## src/verilog/astl_pkg.sv

```systemverilog
// Constants and carrier types for the absolute scale and soft travel limit block
package astl_pkg;
  // ****************************************
  // Scale resolution
  // ****************************************
  localparam int POS_W = 22;
  localparam int ERR_W = 24;
  localparam int TOOTH_COUNTS = 32768;
  localparam int MOTOR_TEETH = 80;
  localparam logic [POS_W-1:0] REV_COUNTS = POS_W'(TOOTH_COUNTS * MOTOR_TEETH);
  localparam int DEG_UNITS = 36000;
  // Degree units = counts * 36000 / 2621440 = counts * 225 / 2^14
  localparam int DEG_SHIFT = 14;
  localparam logic [29:0] DEG_MUL = 30'(DEG_UNITS / (TOOTH_COUNTS * MOTOR_TEETH / (1 << DEG_SHIFT)));
  localparam int DEG_W = 16;

  // ****************************************
  // Reset values and alarm codes
  // ****************************************
  localparam logic [POS_W-1:0] HOME_OFFSET_RST = 22'h000000;
  localparam logic [POS_W-1:0] SOFT_LIMIT_RST = 22'h000000;
  localparam logic [7:0] ALARM_SOFT_TRAVEL = 8'hF2;
  localparam logic [7:0] ALARM_NONE = 8'h00;

  // ****************************************
  // Types
  // ****************************************
  typedef enum logic [1:0] {
    OT_CLEAR,
    OT_FROM_PLUS,
    OT_FROM_MINUS
  } astl_ot_t;

  typedef struct packed {
    logic password_ok;
    logic set_zero_here;
    logic teach_plus;
    logic teach_minus;
    logic write_plus;
    logic write_minus;
  } astl_host_t;

  typedef struct packed {
    logic soft_travel_alarm;
    logic plus_limit_flag_out;
    logic minus_limit_flag_out;
    logic servo_lock;
  } astl_alarm_t;
endpackage

```

## src/verilog/astl_wrap.sv

```systemverilog
// Modulo one revolution adder for scale positions
`timescale 1ns/1ps
module astl_wrap (
  // Operands
  input wire logic [astl_pkg::POS_W-1:0] base_i,
  input wire logic signed [astl_pkg::ERR_W-1:0] delta_i,
  // Result in 0 .. one revolution minus one
  output logic [astl_pkg::POS_W-1:0] wrap_o
);
  logic signed [astl_pkg::ERR_W:0] sum;
  logic signed [astl_pkg::ERR_W:0] rev;

  always_comb begin
    rev = (astl_pkg::ERR_W+1)'(astl_pkg::REV_COUNTS);
    sum = $signed({3'b000, base_i}) + (astl_pkg::ERR_W+1)'(delta_i);
    if (sum < 0) begin
      sum = sum + rev;
    end else if (sum >= rev) begin
      sum = sum - rev;
    end
    wrap_o = sum[astl_pkg::POS_W-1:0];
  end
endmodule

```

## src/verilog/astl_core.sv

```systemverilog
// Position scale, home offset and soft travel limit logic
`timescale 1ns/1ps
module astl_core (
  // Clock and reset
  input wire logic clk_i,
  input wire logic sys_rst_i,
  // Sensor and servo loop
  input wire logic [astl_pkg::POS_W-1:0] raw_count_i,
  input wire logic signed [astl_pkg::ERR_W-1:0] pos_error_i,
  input wire logic servo_on_cmd_i,
  // Host configuration and commands
  input wire logic scale_sense_flip_i,
  input wire astl_pkg::astl_host_t host_i,
  input wire logic [astl_pkg::POS_W-1:0] limit_data_i,
  input wire logic home_offset_restore_i,
  input wire logic [astl_pkg::POS_W-1:0] home_offset_data_i,
  // Motion requests in user scale
  input wire logic move_up_req_i,
  input wire logic move_down_req_i,
  input wire logic [astl_pkg::POS_W-1:0] target_i,
  // Hardware limit inputs
  input wire logic hw_limit_plus_i,
  input wire logic hw_limit_minus_i,
  // Scale outputs
  output logic [astl_pkg::POS_W-1:0] user_pos_o,
  output logic [astl_pkg::POS_W-1:0] cmd_pos_o,
  output logic [astl_pkg::DEG_W-1:0] read_angle_position_o,
  output logic [astl_pkg::POS_W-1:0] feedback_pos_o,
  output logic [astl_pkg::POS_W-1:0] home_offset_o,
  output logic [astl_pkg::POS_W-1:0] soft_limit_plus_o,
  output logic [astl_pkg::POS_W-1:0] soft_limit_minus_o,
  // Motion permission
  output logic allow_cw_o,
  output logic allow_ccw_o,
  output logic motion_halt_o,
  output logic path_up_o,
  // Alarm status
  output astl_pkg::astl_alarm_t alarm_o,
  output logic [7:0] read_alarm_cmd_o
);
  // ****************************************
  // Position arithmetic
  // ****************************************
  logic [astl_pkg::POS_W-1:0] cmd_phys;
  logic [astl_pkg::POS_W-1:0] act_fwd;
  logic [astl_pkg::POS_W-1:0] act_rev;
  logic [astl_pkg::POS_W-1:0] cmd_fwd;
  logic [astl_pkg::POS_W-1:0] cmd_rev;
  logic [astl_pkg::POS_W-1:0] next_user_pos;
  logic [astl_pkg::POS_W-1:0] next_cmd_pos;
  logic [astl_pkg::POS_W-1:0] home_offset;
  logic [astl_pkg::POS_W-1:0] soft_limit_plus;
  logic [astl_pkg::POS_W-1:0] soft_limit_minus;
  logic [astl_pkg::POS_W-1:0] arc_len;
  logic [astl_pkg::POS_W-1:0] arc_depth;
  logic [astl_pkg::POS_W-1:0] to_minus;
  logic [astl_pkg::POS_W-1:0] dist_up;
  logic [astl_pkg::POS_W-1:0] dist_down;
  logic [astl_pkg::POS_W-1:0] up_to_plus;
  logic [astl_pkg::POS_W-1:0] down_to_minus;
  logic [29:0] deg_prod;
  logic lim_en;
  logic in_arc;
  logic near_plus;
  logic short_up;
  logic up_cross;
  logic down_cross;
  logic next_path_up;
  logic power_up;
  astl_pkg::astl_ot_t ot_state;

  function automatic logic signed [astl_pkg::ERR_W-1:0] neg(
    input logic [astl_pkg::POS_W-1:0] v
  );
    neg = -$signed({2'b00, v});
  endfunction

  // Commanded position in physical CW counts
  astl_wrap u_cmd_phys (
    .base_i(raw_count_i),
    .delta_i(pos_error_i),
    .wrap_o(cmd_phys)
  );
  // Offset removed, both senses, wrapped
  astl_wrap u_act_fwd (.base_i(raw_count_i), .delta_i(neg(home_offset)), .wrap_o(act_fwd));
  astl_wrap u_act_rev (.base_i(home_offset), .delta_i(neg(raw_count_i)), .wrap_o(act_rev));
  astl_wrap u_cmd_fwd (.base_i(cmd_phys), .delta_i(neg(home_offset)), .wrap_o(cmd_fwd));
  astl_wrap u_cmd_rev (.base_i(home_offset), .delta_i(neg(cmd_phys)), .wrap_o(cmd_rev));
  // Arc geometry in user count-up sense
  astl_wrap u_arc_len (
    .base_i(soft_limit_minus),
    .delta_i(neg(soft_limit_plus)),
    .wrap_o(arc_len)
  );
  astl_wrap u_arc_depth (
    .base_i(cmd_pos_o),
    .delta_i(neg(soft_limit_plus)),
    .wrap_o(arc_depth)
  );
  astl_wrap u_to_minus (.base_i(arc_len), .delta_i(neg(arc_depth)), .wrap_o(to_minus));
  // Shortest path distances
  astl_wrap u_dist_up (.base_i(target_i), .delta_i(neg(cmd_pos_o)), .wrap_o(dist_up));
  astl_wrap u_dist_down (.base_i(cmd_pos_o), .delta_i(neg(target_i)), .wrap_o(dist_down));
  astl_wrap u_up_plus (
    .base_i(soft_limit_plus),
    .delta_i(neg(cmd_pos_o)),
    .wrap_o(up_to_plus)
  );
  astl_wrap u_down_minus (
    .base_i(cmd_pos_o),
    .delta_i(neg(soft_limit_minus)),
    .wrap_o(down_to_minus)
  );

  always_comb begin
    // Sense flag swaps count direction
    next_user_pos = scale_sense_flip_i ? act_rev : act_fwd;
    next_cmd_pos = scale_sense_flip_i ? cmd_rev : cmd_fwd;
    lim_en = (soft_limit_plus != soft_limit_minus);
    in_arc = lim_en && (arc_depth <= arc_len);
    near_plus = (arc_depth <= to_minus);
    short_up = (dist_up <= dist_down);
    up_cross = lim_en && (up_to_plus <= dist_up);
    down_cross = lim_en && (down_to_minus <= dist_down);
    next_path_up = short_up;
    // Turn the other way rather than cross the arc
    if (short_up && up_cross && !down_cross) begin
      next_path_up = 1'b0;
    end else if (!short_up && down_cross && !up_cross) begin
      next_path_up = 1'b1;
    end
    deg_prod = 30'(user_pos_o) * astl_pkg::DEG_MUL;
  end

  // ****************************************
  // Scale registers
  // ****************************************
  always_ff @(posedge clk_i) begin
    if (sys_rst_i) begin
      user_pos_o <= '0;
      cmd_pos_o <= '0;
      feedback_pos_o <= '0;
      read_angle_position_o <= '0;
      path_up_o <= 1'b0;
    end else begin
      user_pos_o <= next_user_pos;
      cmd_pos_o <= next_cmd_pos;
      feedback_pos_o <= act_fwd;
      read_angle_position_o <= deg_prod[astl_pkg::DEG_SHIFT +: astl_pkg::DEG_W];
      path_up_o <= next_path_up;
    end
  end

  // ****************************************
  // Home offset
  // ****************************************
  always_ff @(posedge clk_i) begin
    if (sys_rst_i) begin
      home_offset <= astl_pkg::HOME_OFFSET_RST;
    end else if (host_i.set_zero_here && host_i.password_ok) begin
      home_offset <= cmd_phys;
    end else if (home_offset_restore_i) begin
      home_offset <= home_offset_data_i;
    end
  end
  assign home_offset_o = home_offset;

  // ****************************************
  // Soft limit values
  // ****************************************
  always_ff @(posedge clk_i) begin
    if (sys_rst_i) begin
      soft_limit_plus <= astl_pkg::SOFT_LIMIT_RST;
      soft_limit_minus <= astl_pkg::SOFT_LIMIT_RST;
    end else if (host_i.password_ok) begin
      if (host_i.teach_plus) begin
        soft_limit_plus <= user_pos_o;
      end else if (host_i.write_plus) begin
        soft_limit_plus <= limit_data_i;
      end
      if (host_i.teach_minus) begin
        soft_limit_minus <= user_pos_o;
      end else if (host_i.write_minus) begin
        soft_limit_minus <= limit_data_i;
      end
    end
  end
  assign soft_limit_plus_o = soft_limit_plus;
  assign soft_limit_minus_o = soft_limit_minus;

  // ****************************************
  // Overtravel state
  // ****************************************
  always_ff @(posedge clk_i) begin
    if (sys_rst_i) begin
      power_up <= 1'b1;
    end else begin
      power_up <= 1'b0;
    end
  end

  always_ff @(posedge clk_i) begin
    if (sys_rst_i) begin
      ot_state <= astl_pkg::OT_CLEAR;
    end else begin
      case (ot_state)
        astl_pkg::OT_CLEAR: begin
          if (in_arc) begin
            ot_state <= near_plus ? astl_pkg::OT_FROM_PLUS : astl_pkg::OT_FROM_MINUS;
          end
        end
        astl_pkg::OT_FROM_PLUS, astl_pkg::OT_FROM_MINUS: begin
          if (!in_arc) begin
            ot_state <= astl_pkg::OT_CLEAR;
          end else if (power_up || !servo_on_cmd_i) begin
            ot_state <= near_plus ? astl_pkg::OT_FROM_PLUS : astl_pkg::OT_FROM_MINUS;
          end
        end
        default: begin
          ot_state <= astl_pkg::OT_CLEAR;
        end
      endcase
    end
  end

  // ****************************************
  // Motion permission and alarm outputs
  // ****************************************
  logic block_up;
  logic block_down;
  logic cw_soft_block;
  logic ccw_soft_block;

  always_comb begin
    block_up = (ot_state == astl_pkg::OT_FROM_PLUS);
    block_down = (ot_state == astl_pkg::OT_FROM_MINUS);
    cw_soft_block = scale_sense_flip_i ? block_down : block_up;
    ccw_soft_block = scale_sense_flip_i ? block_up : block_down;
  end

  always_ff @(posedge clk_i) begin
    if (sys_rst_i) begin
      allow_cw_o <= 1'b0;
      allow_ccw_o <= 1'b0;
      motion_halt_o <= 1'b0;
    end else begin
      allow_cw_o <= !hw_limit_plus_i && !cw_soft_block;
      allow_ccw_o <= !hw_limit_minus_i && !ccw_soft_block;
      motion_halt_o <= (block_up && move_up_req_i) || (block_down && move_down_req_i);
    end
  end

  always_ff @(posedge clk_i) begin
    if (sys_rst_i) begin
      alarm_o <= '0;
      read_alarm_cmd_o <= astl_pkg::ALARM_NONE;
    end else begin
      alarm_o.soft_travel_alarm <= (ot_state != astl_pkg::OT_CLEAR);
      alarm_o.plus_limit_flag_out <= (ot_state != astl_pkg::OT_CLEAR);
      alarm_o.minus_limit_flag_out <= (ot_state != astl_pkg::OT_CLEAR);
      alarm_o.servo_lock <= (ot_state != astl_pkg::OT_CLEAR) && servo_on_cmd_i;
      read_alarm_cmd_o <= (ot_state != astl_pkg::OT_CLEAR) ?
                          astl_pkg::ALARM_SOFT_TRAVEL : astl_pkg::ALARM_NONE;
    end
  end
endmodule

```

## config.mk

```make
export PLATFORM = sky130hd
export DESIGN_NAME = astl_core
export DESIGN_NICKNAME = d
export VERILOG_FILES = /design/src/verilog/astl_pkg.sv /design/src/verilog/astl_wrap.sv /design/src/verilog/astl_core.sv
export SDC_FILE = /design/constraint.sdc
export NUM_CORES = 1
export LEC_CHECK = 0
export BUFFER_PORTS_ARGS = -buffer_cell sky130_fd_sc_hd__buf_2
export CAP_MARGIN = 20
export CORE_MARGIN = 2
export CORE_UTILIZATION = 45
export CTS_CLUSTER_DIAMETER = 100
export DETAILED_ROUTE_END_ITERATION = 10
export SLEW_MARGIN = 10
export SYNTH_ARGS = -nofsm -noshare
export SYNTH_HDL_FRONTEND = slang
export SYNTH_SLANG_ARGS = --single-unit
export TNS_END_PERCENT = 20
```

## constraint.sdc

```tcl
create_clock -name clk_i -period 21.2 [get_ports clk_i]
set_input_delay 3.18 -clock clk_i [delete_from_list [all_inputs] [get_ports clk_i]]
set_output_delay 3.18 -clock clk_i [all_outputs]
set_load 0.005 [all_outputs]
```

==> results of run 1 <==
## cells by family after synthesis
| logic type | Yosys count |
|---|---|
| simple gates | 1179 |
| compound gates | 940 |
| fa+ha+maj | 526 |
| xor+xnor | 413 |
| buf+inv | 330 |
| flops | 156 |
| mux | 93 |
| other cells | 1 |
## layer usage
metal  global-route usage (%)  vias up  wire length (µm)
met5                        0        -                13
met4                     8.97        2              2720
met3                     5.08      147              5720
met2                     48.4      808             43600
met1                     38.1    12700             43100
li1                         -    13800                 -
## cell type report
class	instances	area (µm²)
tap	846	1060
multi-input combinational	3154	24000
timing repair buffer	301	1540
sequential	156	3120
inverter	243	912
clock inverter	15	151
fill	6281	31600
clock buffer	17	425
## worst min-delay path: stages, from the launching register on
cell and delay, ps:
dfxtp_1 400, a32oi_1 80, nor2_1 70
## Yosys cell counts (27+ instances only)
library cell and instances:
a211oi_1 101, a21o_1 112, a21oi_1 241, and2_1 38
and3_1 27, clkbuf_1 60, dfxtp_1 156, fa_1 47
ha_1 479, inv_1 242, mux2i_1 87, nand2_1 172
nand2b_1 61, nand3_1 55, nand4_1 54, nor2_1 367
nor2b_1 52, nor3_1 119, nor4_1 56, o21a_1 68
o21ai_0 134, o21bai_1 34, or2_2 28, or3_1 37
or4_1 35, xnor2_1 262, xor2_1 151
## path summary, 6_finish.rpt
| path | end | start |
|---|---|---|
| worst max register to register | ot_state[1]$_SDFFE_PP0P_ | soft_limit_plus_o[1]$_SDFFE_PP0P_ |
| worst min register to register | ot_state[1]$_SDFFE_PP0P_ | ot_state[1]$_SDFFE_PP0P_ |
| worst max-delay path | path_up_o$_SDFF_PP0_ | target_i[2] |
| worst min-delay path | ot_state[1]$_SDFFE_PP0P_ | ot_state[1]$_SDFFE_PP0P_ |
## sequential cells by signal (all words and copies together) (netlist names)
signal / flops
cmd_pos_o: 22
home_offset_o: 22
soft_limit_minus_o: 22
soft_limit_plus_o: 22
user_pos_o: 22
feedback_pos_o: 21
read_angle_position_o: 16
ot_state: 2
alarm_o: 1
allow_ccw_o: 1
allow_cw_o: 1
motion_halt_o: 1
path_up_o: 1
power_up: 1
read_alarm_cmd_o: 1
## metrics by stage
step	hold slack [ps]	total power, µW	setup WS (ps)
4_1_cts	580	5730	11720
6_report	578	5760	11570
2_1_floorplan	503	4250	12170
3_5_place_dp	564	5360	11190
5_1_grt	612	6480	10930
3_3_place_gp	552	5350	11340
## power breakdown
part | total, µW | leakage, µW | switching (µW) | internal (µW)
Sequential | 511 | 0.00130 | 153 | 357
Combinational | 4930 | 0.0129 | 2780 | 2140
Clock | 320 | 0.000280 | 154 | 165
==> impl_metrics.csv, run 1 <==
group,metric,value,unit
floorplan,die-area,65100,µm²
worst_hold_path,holdPathStages,2,
timing,hold_viol,0,
finish,final_common_cell,"ha_1",
run_status,status,"completed",
routing,final_antenna_net_count,0,
synth,synth_compound_area_share,22.3,%
synth,yosysTopAreaCell,"ha_1",
synth,yosys.area_share.simple,21.5,%
clock_tree,cts_tree,"yes",
timing,clock_skew,14.4,ps
finish,fin_cells,4732,
worst_setup_path,crit_fanout,5,
synth,synth_ff_type,"dfxtp_1",
synth,synth_cell_type_count,111,
timing,fmax,104,MHz
timing,maxSlewHeadroom,23.5,%
clock_tree,cts_resized,0,
routing,vias,27400,
finish,final_core_util,49.7,%
grt,overflow,0,
synth,synth_mux_area_share,3.32,%
floorplan,die_height,255,µm
worst_setup_path,critPathTopFamily,"simple AND/OR/NAND/NOR gates",
grt,antenna_found_initial,2,
synth,synth_top_family_by_area,"adder cells",
synth,synth_edf_count,0,
worst_setup_path,critPathKind,"input port to register",
run,maxCapViolCount,0,
floorplan,coreArea,62700,µm²
worst_setup_path,r2r_cells,34,
floorplan,die_w,255,µm
clock_tree,clkSlewWorstSetupHoldPaths,70,ps
worst_setup_path,cpMaxStageDelayCell,"nor4b_1",
grt,grt_pass1_vias,25900,
worst_setup_path,start_kind,"input port",
timing,rsz0062_at_grt,"false",
timing,setup_viol,0,
worst_setup_path,critPathMaxStageDelay,610,ps
synth,synth_seq_cells,156,
power,ir_worst_vdd,162,µV
placement,numPortBuffers,287,
worst_setup_path,critPathArrivalTime,10060,ps
worst_setup_path,reg2reg_setup_slack,12150,ps
placement,placed_cell_area,30600,µm²
floorplan,io_pins,291,
finish,n_antenna_cell,0,
synth,netlist.area_leader.share,21.1,%
routing,drc,0,
power,leakage,0.0145,µW
floorplan,start_util,45.2,%
routing,dr.pass1.iters,8,
finish,fin_area,31200,µm²
grt,grt_max_degree,81,
power,power_density,185,nW/µm²
timing,finalSetupTns,0,ps
clock_tree,cts.sinks,156,
timing,period_share,45.4,%
worst_setup_path,cp.depth,27,
clock_tree,clk_latency,510,ps
synth,synthArstFlopShare,0,%
floorplan,num_rows,92,
clock_tree,postCtsSetupRepairBufs,0,
synth,synth_xor_area_share,12.7,%
routing,drt-vias-per-instance,5.80,
routing,wirelength,95.2,mm
grt,grt_usage,29.1,%
finish,syn_to_final_growth,9.82,%
clock_tree,cts_hold_buf,0,
timing,tightestPinTransition,1140,ps
finish,drive_above_1_share,10.7,%
placement,dp_hpwl,79.1,mm
synth,syn_inst,3638,
synth,ys_top_cells_by_area,"ha_1 21%, dfxtp_1 11%, xnor2_1 8.1%",
clock_tree,root_buffer,"clkbuf_16",
grt,grt_pass1_wl,147,mm
clock_tree,numCtsBuffers,17,
synth,syn_area,28400,µm²
synth,ys_seq_area_share,11.0,%
worst_setup_path,cpMostUsedCell,"ha_1",
clock_tree,htreeDepth,4,
synth,syn_avg_cell_area,7.80,µm²
placement,dp_cells,4700,
synth,synthAdderAreaFrac,24.4,%
timing,finalCriticalPeriod,9630,ps
worst_hold_path,hp-class,"register to register",
finish,fin_nets,4526,
worst_setup_path,end_kind,"register",
routing,wire_per_inst,20.1,µm
timing,drv_slew,0,
worst_setup_path,required,21630,ps
placement,routabilityCongestion,0.933,
clock_tree,cts_max_path_buffers,2,
routing,drt-initial-drc-count,1941,
synth,ys_warn_count,0,
finish,final_cell_mix,"479 x ha_1, 367 x nor2_1, 286 x buf_2, 262 x xnor2_1, 242 x inv_1",
worst_setup_path,worst-path-buf-inv,2,
Power figures use the tool's default switching activity.
==> run 2: changes to the inputs <==
- ABC_AREA: unset -> 1
- PLACE_DENSITY: unset -> 0.66
- clock period: 21.2 -> 7.93 ns (I/O delays scaled with it)
==> run 2 against run 1 <==
Effect of this change: critical endpoint is now ot_state[0]$_SDFFE_PP0P_; global-route usage is 2.9 points higher; highest routed layer is now met4; register-to-register slack worse by 11000 ps; sequential power is 140% higher; worst setup slack worse by 11000 ps; critical path depth is 29 higher; utilization is 1.2 points higher.
==> impl_metrics.csv, run 2 <==
group,metric,value,unit
power,p_sw,8600,µW
routing,drc,0,
finish,final_cell_mix,"974 x nand2_1, 855 x inv_1, 472 x ha_1, 434 x nor2_1, 414 x a21oi_1",
floorplan,die_w,266,µm
timing,drv_slew,0,
power,p_int,6330,µW
floorplan,die_height,266,µm
floorplan,coreArea,67500,µm²
timing,finalSetupTns,0,ps
clock_tree,htreeDepth,4,
worst_setup_path,reg2reg_setup_slack,670,ps
floorplan,io_pins,291,
worst_hold_path,hold_path_startpoint,"ot_state[1]$_SDFFE_PP0P_",
finish,syn_to_final_growth,11.4,%
worst_hold_path,hp-class,"register to register",
timing,setup_viol,0,
routing,dr.pass1.iters,5,
worst_setup_path,crit_fanout,5,
synth,synth_seq_cells,156,
synth,synth_edf_count,0,
timing,fin_ws,669,ps
clock_tree,cts_max_path_buffers,2,
routing,drt-initial-drc-count,2628,
timing,hold_viol,0,
grt,antenna_found_initial,0,
timing,clock_skew,22.7,ps
clock_tree,numCtsBuffers,17,
timing,tightestPinTransition,936,ps
routing,wirelength,115,mm
worst_setup_path,required,8280,ps
worst_setup_path,critPathArrivalTime,7610,ps
synth,ys_top_cells_by_area,"ha_1 19%, nand2_1 12%, inv_1 10%",
clock_tree,cts_hold_buf,0,
clock_tree,clkSlewWorstSetupHoldPaths,70,ps
clock_tree,root_buffer,"clkbuf_16",
worst_setup_path,critPathKind,"register to register",
power,p_comb_share,85.7,%
power,finalPower,14900,µW
power,leakage,0.0186,µW
power,power.share.clock,6.1,%
finish,fin_nets,5847,
placement,dp_slack,32.7,ps
synth,ys_warn_count,0,
run_status,status,"completed",
synth,synth_ff_type,"dfxtp_1",
synth,syn_avg_cell_area,6.29,µm²
placement,numPortBuffers,287,
worst_setup_path,end_kind,"register",
finish,n_antenna_cell,0,
timing,period_share,91.6,%
finish,drive_above_1_share,10.8,%
timing,maxSlewHeadroom,36.9,%
power,p_seq_share,8.2,%
synth,synth_most_common_cell,"nand2_1",
synth,yosysTopAreaCell,"ha_1",
grt,overflow,0,
placement,dp_hpwl,98.5,mm
floorplan,num_rows,95,
grt,grt_usage,32.0,%
routing,drt-vias-per-instance,5.49,
placement,dp_cells,6037,
power,ir_worst_vdd,392,µV
synth,ys_seq_area_share,10.1,%
synth,synth_cell_type_count,75,
run,maxCapViolCount,0,
grt,grt_pass1_vias,31500,
worst_setup_path,start_kind,"register",
grt,grt_max_degree,77,
synth,netlist.area_leader.share,19.4,%
worst_setup_path,r2r_end,"ot_state[0]$_SDFFE_PP0P_",
power,sw_frac_of_total,57.6,%
finish,fin_cells,6079,
clock_tree,cts.sinks,156,
clock_tree,clk_latency,490,ps
worst_setup_path,r2r_cells,56,
synth,syn_area,30800,µm²
grt,grt_pass1_wl,175,mm
floorplan,die-area,70600,µm²
worst_hold_path,worstHoldEndpoint,"ot_state[1]$_SDFFE_PP0P_",
timing,finalCriticalPeriod,7260,ps
routing,vias,33400,
synth,syn_inst,4900,
worst_setup_path,r2r-start,"soft_limit_plus_o[0]$_SDFFE_PP0P_",
placement,routabilityCongestion,1.02,
clock_tree,cts_tree,"yes",
finish,final_common_cell,"nand2_1",
routing,final_antenna_net_count,0,
worst_hold_path,holdPathStages,2,
power,power_density,435,nW/µm²
timing,fmax,138,MHz
routing,wire_per_inst,18.9,µm
synth,synthArstFlopShare,0,%
worst_setup_path,cpMaxStageDelayCell,"dfxtp_2",
worst_setup_path,cpMostUsedCell,"nand2_1",
worst_setup_path,critPathMaxStageDelay,350,ps
synth,synth_common_cells,"976 x nand2_1, 860 x inv_1, 479 x ha_1",
floorplan,start_util,45.7,%
## run 2: what timing repair did
action	4_1_cts	5_1_grt
gates resized for setup	0	50
setup buffers	1	10
pin swaps	1	16
endpoints found under the setup margin	2	2
## run 2: power groups by stage
stage	registers, µW	logic (µW)	clock network, µW
2_1_floorplan	1150	9170	0
3_3_place_gp	1230	12000	0
3_5_place_dp	1230	12200	0
4_1_cts	1210	12300	928
5_1_grt	1230	14600	959
6_report	1220	12800	915
## run 2: stage by stage
| stage | cell area, µm² | util (%) | hold WS (ps) |
|---|---|---|---|
| after floorplan | 30800 | - | 496 |
| after global placement | 33400 | 49.4 | 536 |
| after detailed placement | 33400 | 49.5 | 542 |
| after CTS | 34000 | 50.4 | 553 |
| after global routing | 34300 | 50.9 | 574 |
| final | 34300 | 50.9 | 551 |
## run 2: how the worst max path moves through the flow
stage	startpoint	to	slack, ps	depth (start not counted)
6_report	soft_limit_plus_o[0]$_SDFFE_PP0P_	ot_state[0]$_SDFFE_PP0P_	670	56
5_1_grt	soft_limit_plus_o[0]$_SDFFE_PP0P_	ot_state[1]$_SDFFE_PP0P_	-20	56
4_1_cts	soft_limit_plus_o[1]$_SDFFE_PP0P_	ot_state[0]$_SDFFE_PP0P_	30	56
3_5_place_dp	soft_limit_plus_o[1]$_SDFFE_PP0P_	ot_state[0]$_SDFFE_PP0P_	30	56
3_3_place_gp	soft_limit_plus_o[1]$_SDFFE_PP0P_	ot_state[0]$_SDFFE_PP0P_	310	57
2_1_floorplan	soft_limit_plus_o[1]$_SDFFE_PP0P_	ot_state[0]$_SDFFE_PP0P_	820	57
## run 2: area by class of cell
cell class              instances  area [µm²]
clock buffers                  18         429
clock inverters                13         190
fillers                      7132       33200
inverters                     870        3270
multi-input cells            3806       24400
flip-flops and latches        156        3130
well taps                     873        1090
repair buffers                343        1880
## run 2: cells by family (layout without fill, tap and decap cells)
group / count (synthesis) / after routing / synth area share [%]
muxes: 2 / 2 / 0.0649
DFF: 156 / 156 / 10.1
other: 1 / 3 / 0.0122
xor gates and xnor gates: 340 / 340 / 9.71
buffers and inverters: 940 / 1244 / 11.7
adders and majority gates: 526 / 526 / 22.5
and+or+nand+nor: 2021 / 2021 / 29.0
AOI/OAI and AO/OA: 914 / 914 / 16.9
## run 2: layer usage
| layer | routed length, µm | GRT usage, % | vias to the layer above | part of all wire [%] |
|---|---|---|---|---|
| met4 | 6220 | 16.3 | 0 | 5.4 |
| li1 | - | - | 16700 | - |
| met1 | 49400 | 40.8 | 15300 | 43 |
| met3 | 8210 | 4.44 | 234 | 7.1 |
| met5 | 0 | 0 | - | 0 |
| met2 | 51100 | 52.6 | 1139 | 44 |
## run 2: critical path: cells and delay by family, from the launching register on
kind | cells | cell delay [ps]
and+or+nand+nor | 28 | 3280
adders and majority gates | 6 | 1330
buffers and inverters | 12 | 950
AOI/OAI and AO/OA | 7 | 700
xor gates and xnor gates | 3 | 500
DFF | 1 | 350
